### src/rtl/vhsi_pkg.sv
// vhsi_pkg: shared constants for the valve head status indication block
package vhsi_pkg;

   // ************************************************************
   // clock and timing
   // ************************************************************
   localparam int unsigned CLK_FREQ_HZ   = 50_000_000;
   localparam int unsigned CYC_PER_MS    = CLK_FREQ_HZ / 1000;
   localparam int unsigned WDOG_TIME_MS  = 50;
   localparam int unsigned WDOG_CYCLES   = WDOG_TIME_MS * CYC_PER_MS;
   localparam int unsigned FLASH_HALF_MS = 250;
   localparam int unsigned FLASH_CYCLES  = FLASH_HALF_MS * CYC_PER_MS;
   localparam int unsigned CNT_W         = 32;

   // ************************************************************
   // register offsets (byte addresses)
   // ************************************************************
   localparam logic [7:0] REG_CTRL     = 8'h00;
   localparam logic [7:0] REG_STATUS   = 8'h04;
   localparam logic [7:0] REG_INT_STAT = 8'h08;
   localparam logic [7:0] REG_INT_MASK = 8'h0C;

   // ************************************************************
   // control fields and reset values
   // ************************************************************
   localparam int unsigned CTRL_BUS_VARIANT  = 0;
   localparam int unsigned CTRL_CONTROL_HEAD = 1;
   localparam logic [1:0]  CTRL_RESET        = 2'h3;

   // ************************************************************
   // status fields
   // ************************************************************
   localparam int unsigned ST_POS_LSB    = 0;
   localparam int unsigned ST_VALVE_LSB  = 4;
   localparam int unsigned ST_WDOG       = 6;
   localparam int unsigned ST_BUS_GREEN  = 7;
   localparam int unsigned ST_BUS_RED    = 8;
   localparam int unsigned ST_ADDR_ZERO  = 9;
   localparam int unsigned ST_COLOUR_BAD = 10;
   localparam int unsigned ST_SIZE_BAD   = 11;

   // ************************************************************
   // interrupt event bits
   // ************************************************************
   localparam int unsigned IRQ_W          = 5;
   localparam int unsigned EV_WDOG        = 0;
   localparam int unsigned EV_ADDR_ZERO   = 1;
   localparam int unsigned EV_COLOUR_BAD  = 2;
   localparam int unsigned EV_SIZE_BAD    = 3;
   localparam int unsigned EV_POS_CHANGE  = 4;
   localparam logic [IRQ_W-1:0] IRQ_RESET = 5'h00;

   // ************************************************************
   // actuator size selector positions and colour switch codes
   // ************************************************************
   localparam int unsigned SIZE_N                = 3;
   localparam int unsigned SMALL_ACTUATOR_SIZE   = 0;
   localparam int unsigned MEDIUM_ACTUATOR_SIZE  = 1;
   localparam int unsigned LARGE_ACTUATOR_SIZE   = 2;
   localparam logic [1:0]  COLOUR_BOTH_UP        = 2'h3;
   localparam logic [1:0]  COLOUR_BOTH_DOWN      = 2'h0;

   localparam int unsigned ADDR_W = 5;

endpackage : vhsi_pkg

### src/rtl/vhsi_sync.sv
// vhsi_sync: two flip-flop synchroniser for asynchronous pin inputs
`timescale 1ns/1ps
`default_nettype none
module vhsi_sync #(
   parameter int unsigned WIDTH = 1
) (
   // clock and reset
   input  wire logic             pclk,
   input  wire logic             presetn,
   // data
   input  wire logic [WIDTH-1:0] async_in,
   output logic      [WIDTH-1:0] sync_out
);
   logic [WIDTH-1:0] meta_ff;

   always_ff @(posedge pclk or negedge presetn) begin
      if (!presetn) begin
         meta_ff  <= '0;
         sync_out <= '0;
      end else begin
         meta_ff  <= async_in;
         sync_out <= meta_ff;
      end
   end
endmodule : vhsi_sync
`default_nettype wire

### src/rtl/vhsi_chan.sv
// vhsi_chan: end-position detection and colour display for one actuator chamber
`timescale 1ns/1ps
`default_nettype none
module vhsi_chan (
   // clock and reset
   input  wire logic                      pclk,
   input  wire logic                      presetn,
   // synchronised switches and sensors
   input  wire logic [vhsi_pkg::SIZE_N-1:0] size_sel,
   input  wire logic [vhsi_pkg::SIZE_N-1:0] sens_top,
   input  wire logic [vhsi_pkg::SIZE_N-1:0] sens_bot,
   input  wire logic [1:0]                colour_sw,
   // detection result
   output logic                           pos_top_ff,
   output logic                           pos_bot_ff,
   // display
   output logic                           led_green_ff,
   output logic                           led_yellow_ff,
   // setting faults
   output logic                           colour_bad_ff,
   output logic                           size_bad_ff
);
   import vhsi_pkg::*;

   logic nxt_top;
   logic nxt_bot;
   logic nxt_green;
   logic nxt_yellow;
   logic one_hot;

   always_comb begin
      // only the sensors of the selected size are enabled
      nxt_top = |(size_sel & sens_top);
      nxt_bot = |(size_sel & sens_bot);
      one_hot = (size_sel == 3'h1) || (size_sel == 3'h2) || (size_sel == 3'h4);
      case (colour_sw)
         COLOUR_BOTH_UP: begin
            nxt_yellow = nxt_top;
            nxt_green  = nxt_bot;
         end
         COLOUR_BOTH_DOWN: begin
            nxt_green  = nxt_top;
            nxt_yellow = nxt_bot;
         end
         default: begin
            // invalid pair darkens the colours only, detection untouched
            nxt_green  = 1'b0;
            nxt_yellow = 1'b0;
         end
      endcase
   end

   // detection outputs are computed apart from the colour choice
   always_ff @(posedge pclk or negedge presetn) begin
      if (!presetn) begin
         pos_top_ff <= 1'b0;
         pos_bot_ff <= 1'b0;
      end else begin
         pos_top_ff <= nxt_top;
         pos_bot_ff <= nxt_bot;
      end
   end

   always_ff @(posedge pclk or negedge presetn) begin
      if (!presetn) begin
         led_green_ff  <= 1'b0;
         led_yellow_ff <= 1'b0;
      end else begin
         led_green_ff  <= nxt_green;
         led_yellow_ff <= nxt_yellow;
      end
   end

   always_ff @(posedge pclk or negedge presetn) begin
      if (!presetn) begin
         colour_bad_ff <= 1'b0;
         size_bad_ff   <= 1'b0;
      end else begin
         colour_bad_ff <= (colour_sw != COLOUR_BOTH_UP) && (colour_sw != COLOUR_BOTH_DOWN);
         size_bad_ff   <= !one_hot;
      end
   end
endmodule : vhsi_chan
`default_nettype wire

### src/rtl/vhsi_top.sv
// vhsi_top: bus status, end-position display and pilot valve control of a valve head
`timescale 1ns/1ps
`default_nettype none
// Functional notes
// - green on red off when bus ok
// - watchdog expired, nonzero address: red only
// - address zero: green flashes, red lit
// - non-bus variant: both bus indicators dark
// - two independent chamber channels
// - size selector enables only matching sensors
// - both colour switches up: top yellow
// - both colour switches down: top green
// - bad colour pair darkens the display and raises colour_bad, detection untouched
// - service switch energises valve regardless of bus command, while the control head bit is set
// - report bits 0..3, command bits 0..1
module vhsi_top #(
   parameter int unsigned WDOG_CYC  = vhsi_pkg::WDOG_CYCLES,
   parameter int unsigned FLASH_CYC = vhsi_pkg::FLASH_CYCLES
) (
   // clock and reset
   input  wire logic                        pclk,
   input  wire logic                        presetn,
   // apb slave
   input  wire logic                        psel,
   input  wire logic                        penable,
   input  wire logic                        pwrite,
   input  wire logic [7:0]                  paddr,
   input  wire logic [31:0]                 pwdata,
   output logic      [31:0]                 prdata,
   output logic                             pready,
   output logic                             pslverr,
   // field bus slave logic
   input  wire logic                        bus_frame,
   input  wire logic [vhsi_pkg::ADDR_W-1:0] bus_slave_addr,
   input  wire logic [1:0]                  bus_valve_cmd,
   output logic      [3:0]                  bus_report,
   // pins: end-position sensors, chamber one
   input  wire logic [vhsi_pkg::SIZE_N-1:0] sens_top_1,
   input  wire logic [vhsi_pkg::SIZE_N-1:0] sens_bot_1,
   // pins: end-position sensors, chamber two
   input  wire logic [vhsi_pkg::SIZE_N-1:0] sens_top_2,
   input  wire logic [vhsi_pkg::SIZE_N-1:0] sens_bot_2,
   // pins: switches
   input  wire logic [vhsi_pkg::SIZE_N-1:0] size_sw_1,
   input  wire logic [vhsi_pkg::SIZE_N-1:0] size_sw_2,
   input  wire logic [1:0]                  colour_sw_1,
   input  wire logic [1:0]                  colour_sw_2,
   input  wire logic [1:0]                  service_sw,
   // bus status indicators
   output logic                             led_bus_green,
   output logic                             led_bus_red,
   // end-position indicators
   output logic                             led_green_1,
   output logic                             led_yellow_1,
   output logic                             led_green_2,
   output logic                             led_yellow_2,
   // pilot valves and their indicators
   output logic                             first_pilot_valve,
   output logic                             second_pilot_valve,
   output logic                             led_valve_1,
   output logic                             led_valve_2,
   // interrupt
   output logic                             irq
);
   import vhsi_pkg::*;

   // ************************************************************
   // pin synchronisation
   // ************************************************************
   localparam int unsigned PIN_W = 4 * SIZE_N + 2 * SIZE_N + 6;

   logic [PIN_W-1:0]  pins_sync;
   logic [SIZE_N-1:0] s_top_1;
   logic [SIZE_N-1:0] s_bot_1;
   logic [SIZE_N-1:0] s_top_2;
   logic [SIZE_N-1:0] s_bot_2;
   logic [SIZE_N-1:0] s_size_1;
   logic [SIZE_N-1:0] s_size_2;
   logic [1:0]        s_colour_1;
   logic [1:0]        s_colour_2;
   logic [1:0]        s_service;

   vhsi_sync #(
      .WIDTH    (PIN_W)
   ) u_sync (
      .pclk     (pclk),
      .presetn  (presetn),
      .async_in ({sens_top_1, sens_bot_1, sens_top_2, sens_bot_2, size_sw_1, size_sw_2,
                  colour_sw_1, colour_sw_2, service_sw}),
      .sync_out (pins_sync)
   );

   assign {s_top_1, s_bot_1, s_top_2, s_bot_2, s_size_1, s_size_2,
           s_colour_1, s_colour_2, s_service} = pins_sync;

   // ************************************************************
   // chamber channels
   // ************************************************************
   logic pos_top_1;
   logic pos_bot_1;
   logic pos_top_2;
   logic pos_bot_2;
   logic colour_bad_1;
   logic colour_bad_2;
   logic size_bad_1;
   logic size_bad_2;

   // one channel per chamber, sharing nothing
   vhsi_chan u_chan_1 (
      .pclk          (pclk),
      .presetn       (presetn),
      .size_sel      (s_size_1),
      .sens_top      (s_top_1),
      .sens_bot      (s_bot_1),
      .colour_sw     (s_colour_1),
      .pos_top_ff    (pos_top_1),
      .pos_bot_ff    (pos_bot_1),
      .led_green_ff  (led_green_1),
      .led_yellow_ff (led_yellow_1),
      .colour_bad_ff (colour_bad_1),
      .size_bad_ff   (size_bad_1)
   );

   vhsi_chan u_chan_2 (
      .pclk          (pclk),
      .presetn       (presetn),
      .size_sel      (s_size_2),
      .sens_top      (s_top_2),
      .sens_bot      (s_bot_2),
      .colour_sw     (s_colour_2),
      .pos_top_ff    (pos_top_2),
      .pos_bot_ff    (pos_bot_2),
      .led_green_ff  (led_green_2),
      .led_yellow_ff (led_yellow_2),
      .colour_bad_ff (colour_bad_2),
      .size_bad_ff   (size_bad_2)
   );

   // ************************************************************
   // control register and apb decode
   // ************************************************************
   logic [1:0]       ctrl_ff;
   logic [IRQ_W-1:0] int_stat_ff;
   logic [IRQ_W-1:0] int_mask_ff;
   logic [31:0]      status;
   logic [31:0]      nxt_prdata;
   logic             nxt_err;
   logic             wr_en;
   logic             setup;
   logic             bus_on;
   logic             ctl_head;

   assign setup    = psel && !penable;
   assign wr_en    = psel && penable && pready && pwrite && !pslverr;
   assign bus_on   = ctrl_ff[CTRL_BUS_VARIANT];
   assign ctl_head = ctrl_ff[CTRL_CONTROL_HEAD];

   always_comb begin
      nxt_prdata = 32'h0000_0000;
      nxt_err    = 1'b0;
      case (paddr)
         REG_CTRL:     nxt_prdata = {30'h0000_0000, ctrl_ff};
         REG_STATUS:   nxt_prdata = status;
         REG_INT_STAT: nxt_prdata = {27'h000_0000, int_stat_ff};
         REG_INT_MASK: nxt_prdata = {27'h000_0000, int_mask_ff};
         default:      nxt_err    = 1'b1;
      endcase
   end

   // answer is prepared in the setup cycle, so access ends after one cycle
   always_ff @(posedge pclk or negedge presetn) begin
      if (!presetn) begin
         pready  <= 1'b0;
         pslverr <= 1'b0;
         prdata  <= 32'h0000_0000;
      end else begin
         pready  <= setup;
         pslverr <= setup && nxt_err;
         if (setup && !pwrite) begin
            prdata <= nxt_prdata;
         end else if (setup) begin
            prdata <= 32'h0000_0000;
         end
      end
   end

   always_ff @(posedge pclk or negedge presetn) begin
      if (!presetn) begin
         ctrl_ff <= CTRL_RESET;
      end else if (wr_en && paddr == REG_CTRL) begin
         ctrl_ff <= pwdata[1:0];
      end
   end

   always_ff @(posedge pclk or negedge presetn) begin
      if (!presetn) begin
         int_mask_ff <= IRQ_RESET;
      end else if (wr_en && paddr == REG_INT_MASK) begin
         int_mask_ff <= pwdata[IRQ_W-1:0];
      end
   end

   // ************************************************************
   // communication watchdog
   // ************************************************************
   logic [CNT_W-1:0] wdog_cnt_ff;
   logic             wdog_exp_ff;

   always_ff @(posedge pclk or negedge presetn) begin
      if (!presetn) begin
         wdog_cnt_ff <= '0;
         wdog_exp_ff <= 1'b0;
      end else if (bus_frame) begin
         wdog_cnt_ff <= '0;
         wdog_exp_ff <= 1'b0;
      end else if (wdog_cnt_ff == CNT_W'(WDOG_CYC - 1)) begin
         wdog_exp_ff <= 1'b1;
      end else begin
         wdog_cnt_ff <= wdog_cnt_ff + CNT_W'(1);
      end
   end

   // ************************************************************
   // flash divider
   // ************************************************************
   logic [CNT_W-1:0] flash_cnt_ff;
   logic             flash_ff;

   always_ff @(posedge pclk or negedge presetn) begin
      if (!presetn) begin
         flash_cnt_ff <= '0;
         flash_ff     <= 1'b0;
      end else if (flash_cnt_ff == CNT_W'(FLASH_CYC - 1)) begin
         flash_cnt_ff <= '0;
         flash_ff     <= !flash_ff;
      end else begin
         flash_cnt_ff <= flash_cnt_ff + CNT_W'(1);
      end
   end

   // ************************************************************
   // bus status indicators
   // ************************************************************
   logic addr_zero;

   assign addr_zero = (bus_slave_addr == '0);

   // reset stands for the unpowered state: both dark
   always_ff @(posedge pclk or negedge presetn) begin
      if (!presetn) begin
         led_bus_green <= 1'b0;
         led_bus_red   <= 1'b0;
      end else if (!bus_on) begin
         led_bus_green <= 1'b0;
         led_bus_red   <= 1'b0;
      end else if (addr_zero) begin
         led_bus_green <= flash_ff;
         led_bus_red   <= 1'b1;
      end else if (wdog_exp_ff) begin
         led_bus_green <= 1'b0;
         led_bus_red   <= 1'b1;
      end else begin
         led_bus_green <= 1'b1;
         led_bus_red   <= 1'b0;
      end
   end

   // ************************************************************
   // pilot valves and bus report
   // ************************************************************
   logic [1:0] cmd;
   logic [1:0] valve;

   // bus commands are dropped while the watchdog has expired in the bus variant
   assign cmd   = (bus_on && wdog_exp_ff) ? 2'h0 : bus_valve_cmd;
   assign valve = ctl_head ? (cmd | s_service) : 2'h0;

   always_ff @(posedge pclk or negedge presetn) begin
      if (!presetn) begin
         first_pilot_valve  <= 1'b0;
         second_pilot_valve <= 1'b0;
         led_valve_1        <= 1'b0;
         led_valve_2        <= 1'b0;
      end else begin
         first_pilot_valve  <= valve[0];
         second_pilot_valve <= valve[1];
         led_valve_1        <= valve[0];
         led_valve_2        <= valve[1];
      end
   end

   always_ff @(posedge pclk or negedge presetn) begin
      if (!presetn) begin
         bus_report <= 4'h0;
      end else begin
         bus_report <= {pos_bot_2, pos_top_2, pos_bot_1, pos_top_1};
      end
   end

   // ************************************************************
   // status and interrupts
   // ************************************************************
   logic             colour_bad;
   logic             size_bad;
   logic             prev_wdog_ff;
   logic             prev_azero_ff;
   logic             prev_cbad_ff;
   logic             prev_sbad_ff;
   logic [3:0]       prev_pos_ff;
   logic [IRQ_W-1:0] events;
   logic [IRQ_W-1:0] clr;

   assign colour_bad = colour_bad_1 || colour_bad_2;
   assign size_bad   = size_bad_1 || size_bad_2 || (s_size_1 != s_size_2);

   always_comb begin
      status = 32'h0000_0000;
      status[ST_POS_LSB +: 4]   = bus_report;
      status[ST_VALVE_LSB +: 2] = {second_pilot_valve, first_pilot_valve};
      status[ST_WDOG]           = wdog_exp_ff;
      status[ST_BUS_GREEN]      = led_bus_green;
      status[ST_BUS_RED]        = led_bus_red;
      status[ST_ADDR_ZERO]      = addr_zero;
      status[ST_COLOUR_BAD]     = colour_bad;
      status[ST_SIZE_BAD]       = size_bad;
   end

   always_ff @(posedge pclk or negedge presetn) begin
      if (!presetn) begin
         prev_wdog_ff  <= 1'b0;
         prev_azero_ff <= 1'b0;
         prev_cbad_ff  <= 1'b0;
         prev_sbad_ff  <= 1'b0;
         prev_pos_ff   <= 4'h0;
      end else begin
         prev_wdog_ff  <= wdog_exp_ff;
         prev_azero_ff <= addr_zero;
         prev_cbad_ff  <= colour_bad;
         prev_sbad_ff  <= size_bad;
         prev_pos_ff   <= bus_report;
      end
   end

   always_comb begin
      events = '0;
      events[EV_WDOG]       = wdog_exp_ff && !prev_wdog_ff;
      events[EV_ADDR_ZERO]  = addr_zero && !prev_azero_ff;
      events[EV_COLOUR_BAD] = colour_bad && !prev_cbad_ff;
      events[EV_SIZE_BAD]   = size_bad && !prev_sbad_ff;
      events[EV_POS_CHANGE] = bus_report != prev_pos_ff;
   end

   assign clr = (wr_en && paddr == REG_INT_STAT) ? pwdata[IRQ_W-1:0] : '0;

   // a new event wins over a clear in the same cycle
   always_ff @(posedge pclk or negedge presetn) begin
      if (!presetn) begin
         int_stat_ff <= IRQ_RESET;
      end else begin
         int_stat_ff <= (int_stat_ff & ~clr) | events;
      end
   end

   always_ff @(posedge pclk or negedge presetn) begin
      if (!presetn) begin
         irq <= 1'b0;
      end else begin
         irq <= |(int_stat_ff & int_mask_ff);
      end
   end

endmodule : vhsi_top
`default_nettype wire

### config.mk
export PLATFORM = sky130hd
export DESIGN_NAME = vhsi_top
export DESIGN_NICKNAME = d
export VERILOG_FILES = /design/src/rtl/vhsi_pkg.sv /design/src/rtl/vhsi_sync.sv /design/src/rtl/vhsi_chan.sv /design/src/rtl/vhsi_top.sv
export SDC_FILE = /design/constraint.sdc
export NUM_CORES = 1
export LEC_CHECK = 0
export BUFFER_PORTS_ARGS = -buffer_cell sky130_fd_sc_hd__buf_4
export CAP_MARGIN = 10
export CORE_ASPECT_RATIO = 0.8
export CORE_MARGIN = 2
export CORE_UTILIZATION = 58
export CTS_BUF_LIST = sky130_fd_sc_hd__clkbuf_4 sky130_fd_sc_hd__clkbuf_8
export CTS_CLUSTER_SIZE = 24
export DETAILED_ROUTE_END_ITERATION = 8
export PLACE_DENSITY = 0.83
export SLEW_MARGIN = 20
export SYNTH_ARGS = -nofsm -noshare
export SYNTH_HDL_FRONTEND = slang
export SYNTH_HIERARCHICAL = 1
export SYNTH_SLANG_ARGS = --single-unit
### constraint.sdc
create_clock -name pclk -period 2.4 [get_ports pclk]
set_clock_uncertainty 0.15 [all_clocks]
set_input_delay 0.12 -clock pclk [delete_from_list [all_inputs] [get_ports pclk]]
set_output_delay 0.12 -clock pclk [all_outputs]
set_load 0.05 [all_outputs]
==> run metrics, run 1 <==
IO Port Bufs=78; Max Slew Vio Count=0; antenna violations before repair=0; clk sinks=169; f_max=roughly 460 MHz; Post-synth ARST share=between 90% and 100%; CTS Buf Count=17; Routed WL per cell=16.7 um; routed vias/inst=5.53; 1st-pass router iterations=5; RePlAce Congestion=0.880; row cnt=35; Die Area=~13,000 um2; CP endpoint kind=flop; Syn. warnings=6; largest net degree at the start of global routing=57; Crit path required time=between 2 and 3 ns; core area=11,600 um2; Hold WC Path Type=in -> async; reg2reg start=wdog_cnt_ff[29]; initial core utilization=between 60% and 70%; total wire length=14,900 um; Mapped Cells=595; die height=102 um; final core occ=around 74%; Slew @ Worst Pin=a little over 0.6 ns; synth unique cells=50; leak pwr=0.00401 uW; DRC viols=0; R2R setup slack=0.21 ns; first-pass GRT wire length=25,400 um; Seq cells post-synth=~170; die width=127 um; Startpoint Class=flop; Max-cap violations=0; RSZ-0062 raised after global routing=false; Area growth, synth to finish=22.9%; Routed Antenna Nets=0; status=finished clean; grt total ovfl=0; mapped cell area=6990 um2; sequential area share after synthesis=60.5%; Syn Area/Cell=11.8 um2; Slew headroom=between 50% and 60%; Worst IR Drop VDD=0.000561 V; fillers=767; Max H-tree Level=4; nets=813; FF-to-FF path depth=6; vias in the first global route=5,085; R2R Path End=wdog_cnt_ff[2]; Final Power=5470 uW; Main synth FF type=dfrtp_1; Tmin final=2.19 ns; Post-CTS Setup Inserts=0; I/O pin count=roughly 130; Via Count=between 4,000 and 5,000; Arrival @ worst endpoint=around 2.4 ns; CTS Buffer Depth=2; Hold Fails Final Rpt=0; half-perimeter wire length after placement=around 9500 um; clock latency on the worst-skew pair=0.46 ns; Worst-path clk slew=around 0.1 ns; TNS Setup=0 ns; post-route clock period utilization=91.3%; Hold Slack=~0.0023 ns; Setup violations, final=0; clock root buffer=clkbuf_8; Inserted Diodes=0; layout cells sized above 1=19.8%; Hold Buf Count CTS=45; most frequent cells in the layout=dfrtp_1, buf_4, nor2_1; post-CTS resize count=0; Crit Path Max Fanout=6; PD cells=about 640 nW/um2; CTS tree=done; Total GRT Usage=25.3%; crit path kind=reg -> reg; Post-synth EDFFs=0; most common cell after layout, fill and taps aside=dfrtp_1; 1st-iter DRT viols=296
[critical path, cell delays in order (launching register included)]
cell and delay, ns:
dfrtp_1 0.44, nor4_1 0.33, nand4_1 0.24, nor3_2 0.41
buf_4 0.22, nor2b_1 0.05, a211oi_1 0.26
[routing by layer]
layer | global-route usage, % | vias up | wire length (um)
met4 | 7.44 | 0 | 130
met5 | 0 | - | 0
met2 | 43.2 | 142 | 7520
met3 | 5.34 | 16 | 604
li1 | - | 2301 | -
met1 | 33.5 | 2472 | 6630
[sequential cells by signal, summed over array words and instances, names as in the netlist, 4 cells and up]
signal,count
wdog_cnt_ff,32
prdata,12
flash_cnt_ff,32
prev_pos_ff,4
int_mask_ff,5
bus_report,4
int_stat_ff,5
u_sync/sync_out,24
u_sync/meta_ff,24
[cell type report]
type | count | area, um2 | area share, %
flip-flops and latches | 169 | 4230 | 49.2
clock buffers | 17 | 234 | 2.72
repair buffers | 134 | 1150 | 13.3
clock inverters | 15 | 198 | 2.30
inverters | 20 | 75.1 | 0.873
well taps | 148 | 185 | 2.15
multi-input cells | 388 | 2530 | 29.4
[cell usage after synthesis, types with 11 or more instances]
library cell,number,share of area (%)
nor2_1,57,3.1
dfrtp_1,167,60
nor3_1,13,0.93
nand3_1,25,1.8
nor2b_1,11,0.98
o21ai_0,19,1.4
buf_4,24,2.6
clkbuf_1,11,0.59
nand4_1,23,2.1
nand2_1,33,1.8
inv_1,20,1.1
xnor2_1,15,1.9
xor2_1,46,5.8
[stage by stage]
stage	setup slack, ns	instance area [um2]	std cells
2_1_floorplan	0.382	7070	614
3_3_place_gp	0.320	7720	814
3_5_place_dp	0.224	7720	814
4_1_cts	0.193	8600	891
5_1_grt	0.0218	8600	891
6_report	0.209	8600	891
[worst max path at each step]
stage               startpoint             end  slack, ns  depth (start not counted)
6_report       wdog_cnt_ff[29]  wdog_cnt_ff[2]       0.21                          6
3_5_place_dp   wdog_cnt_ff[29]  wdog_cnt_ff[2]       0.22                          6
2_1_floorplan   wdog_cnt_ff[0]  wdog_cnt_ff[5]       0.38                          8
3_3_place_gp   wdog_cnt_ff[19]  wdog_cnt_ff[1]       0.32                          6
4_1_cts        wdog_cnt_ff[29]  wdog_cnt_ff[2]       0.19                          6
5_1_grt        wdog_cnt_ff[19]  wdog_cnt_ff[2]       0.02                          6
[power by group]
part	total [uW]	leakage, uW	internal (uW)	switching (uW)
Clock	2060	0.000215	815	1240
Sequential	2980	0.00215	2930	48.7
Combinational	433	0.00165	170	263
[kinds of logic after synthesis]
group | Yosys count | share of synthesized area, %
flops | 169 | 60.5
mux | 14 | 2.61
simple gates | 230 | 18.3
xor+xnor | 61 | 7.64
fa+ha+maj | 6 | 1.07
other cells | 1 | 0.0536
buf+inv | 57 | 4.38
compound gates | 57 | 5.44
Power figures use the tool's default switching activity.
==> run 2: changes to the inputs <==
--- a/config.mk
+++ b/config.mk
@@ -7,13 +7,16 @@
 export LEC_CHECK = 0
 export BUFFER_PORTS_ARGS = -buffer_cell sky130_fd_sc_hd__buf_4
 export CAP_MARGIN = 10
+export CELL_PAD_IN_SITES_DETAIL_PLACEMENT = 1
+export CELL_PAD_IN_SITES_GLOBAL_PLACEMENT = 2
 export CORE_ASPECT_RATIO = 0.8
 export CORE_MARGIN = 2
-export CORE_UTILIZATION = 58
+export CORE_UTILIZATION = 38
 export CTS_BUF_LIST = sky130_fd_sc_hd__clkbuf_4 sky130_fd_sc_hd__clkbuf_8
 export CTS_CLUSTER_SIZE = 24
 export DETAILED_ROUTE_END_ITERATION = 8
-export PLACE_DENSITY = 0.83
+export PLACE_DENSITY_LB_ADDON = 0.1
+export RECOVER_POWER = 50
 export SLEW_MARGIN = 20
 export SYNTH_ARGS = -nofsm -noshare
 export SYNTH_HDL_FRONTEND = slang
==> run metrics, run 2 (synthesized netlist as in run 1, its figures left out) <==
grt total ovfl=0 (unchanged); Slew headroom=2.80% (-56 points); Routed WL per cell=16.5 um (-1.0%); Flop pwr share=54.0% (-0.5 points); placed insts=895 (+10%); Cell Int Power=4010 uW (+2.4%); Arrival @ worst endpoint=2.33 ns (-0.06 ns); Tmin final=2.12 ns (-0.0685 ns); Die Area=19,500 um2 (+51%); Startpoint Class=flop; PD cells=637 nW/um2 (+0.20%); status=finished clean; row cnt=44 (+26%); clk sinks=169 (unchanged); I/O pin count=126 (unchanged); CP top delay family=simple AND/OR/NAND/NOR gates; Routed Antenna Nets=0 (unchanged); RePlAce Congestion=0.775 (-12%); initial core utilization=38.6% (-21 points); Setup violations, final=0 (unchanged); CP endpoint kind=flop; FF-to-FF path depth=5 (-1); most frequent cells in the layout=dfrtp_1, buf_4, nor2_1; routed vias/inst=5.02 (-9.3%); Hold Fails Final Rpt=0 (unchanged); clock latency on the worst-skew pair=0.46 ns (about the same); layout cells sized above 1=19.2% (-0.56 points); post-route clock period utilization=88.4% (-2.9 points); nets=814 (+0.12%); crit path kind=reg -> reg; CTS tree=done; clock root buffer=clkbuf_8; Slew @ Worst Pin=1.46 ns (+0.849 ns); fillers=1,913 (+150%); CTS Buffer Depth=2 (unchanged); Largest regs=flash_cnt_ff x32, wdog_cnt_ff x32; half-perimeter wire length after placement=10,900 um (+15%); Buf/Inv on CP=0 (-1); Total GRT Usage=17.6% (-7.7 points); Comb pwr share=7.7% (-0.2 points); Worst-path clk slew=0.10 ns (about the same); Area growth, synth to finish=23.7%; 1st-pass router iterations=4 (-1); Hold WC Path Type=in -> reg; Crit Path Max Fanout=4 (-2); Crit path required time=2.61 ns (about the same); Max Slew Vio Count=0 (unchanged); Slowest cell on crit path=nor4_1; CP max stage delay=0.50 ns (+0.06 ns); Max-cap violations=0 (unchanged); Hold Slack=0.0540 ns (+0.0518 ns); antenna violations before repair=0 (unchanged); RSZ-0062 raised after global routing=false; Storage cell area=4230 um2 (unchanged); IO Port Bufs=78 (unchanged); most common cell after layout, fill and taps aside=dfrtp_1; Clk network pwr share=38.3% (+0.7 points); vias in the first global route=5,247 (+3.2%); f_max=471 MHz (+3.2%); post-CTS resize count=0 (unchanged); total wire length=16,100 um (+8.2%); largest net degree at the start of global routing=68 (+19%); fin cells=974 (+9.3%); Critical Path, Cell by Cell=nor4_1 -> nand4_1 -> nor2_1 -> a21oi_1 -> a211o_1; die width=156 um (+23%); Levels on crit path=5 (-1); 1st-iter DRT viols=193 (-35%); die height=125 um (+23%); hold path cells=3; Sw Share=27.3% (-1.1 points); CTS Buf Count=17 (unchanged); core area=18,100 um2 (+55%); Max H-tree Level=4 (unchanged); multi-input logic area=2530 um2 (unchanged); Worst IR Drop VDD=0.000267 V (-52%); TNS Setup=0 ns (unchanged); leak pwr=0.00398 uW (-0.64%); first-pass GRT wire length=27,100 um (+6.6%); DRC viols=0 (unchanged); P_sw=1500 uW (-3.2%); Inserted Diodes=0 (unchanged); Via Count=4,888 (-0.87%)
==> run 2: changes by cell type in the layout (fill, tap and decap cells not counted), sizes merged <==
cell,delta
dlygate4sd3,+1
clkinv,-6
bufinv,+1
clkbuf,+28
buf,-27
clkinvlp,+1
inv,+3
==> run 2: layout make-up <==
type                       count  share of cell area [%]
clock buffer                  18                    2.86
sequential                   169                    48.9
clock inverter                14                    2.00
inverter                      20                   0.868
tap                          230                    3.33
multi-input combinational    388                    29.2
timing repair buffer         135                    12.8
==> run 2: path summary, 6_finish.rpt <==
path	to	startpoint	slack [ns]
hold / removal	prdata[0]	paddr[2]	0.05
max in group asynchronous	flash_cnt_ff[25]	presetn	0.42
hold reg to reg	bus_report[0]	u_chan_1/pos_top_ff	0.21
setup / recovery	flash_cnt_ff[10]	flash_cnt_ff[26]	0.28
setup reg to reg	flash_cnt_ff[10]	flash_cnt_ff[26]	0.28
min in group asynchronous	prdata[4]	presetn	0.72
==> run 2: power by group through the flow <==
stage | Combinational, uW | Sequential (uW) | Clock (uW)
global route | 469 | 2990 | 2310
global placement | 373 | 3030 | 0
detailed placement | 380 | 3030 | 0
finish | 426 | 2980 | 2110
CTS | 449 | 2980 | 2190
floorplan | 180 | 3060 | 0
==> run 2: worst register-to-register path: stages (launching register included) <==
cell and delay, ns:
dfrtp_1 0.44, nor4_1 0.50, nand4_1 0.23, nor2_1 0.31, a21oi_1 0.11, a211o_1 0.27
==> run 2: routing by layer <==
metal,vias up,track usage (%),share of wire (%),routed length (um)
met5,-,0,0,0
met4,0,5.88,1.6,256
met3,16,3.88,2.9,462
met2,76,28.0,47,7610
met1,2497,24.1,48,7780
li1,2299,-,-,-
==> run 2: repair_timing <==
item                      CTS  global route
hold buffers               47             0
hold endpoints to repair  247             0
setup buffers               0             0
==> run 2: stage by stage <==
| stage | utilization, % | worst slack [ns] | area [um2] | power [uW] |
|---|---|---|---|---|
| floorplan | - | 0.382 | 7070 | 3240 |
| detailed placement | 43.1 | 0.286 | 7810 | 3410 |
| CTS | 48.1 | 0.264 | 8710 | 5610 |
| global placement | 43.1 | 0.319 | 7810 | 3400 |
| global route | 47.8 | 0.0904 | 8650 | 5760 |
| finish | 47.8 | 0.277 | 8650 | 5510 |
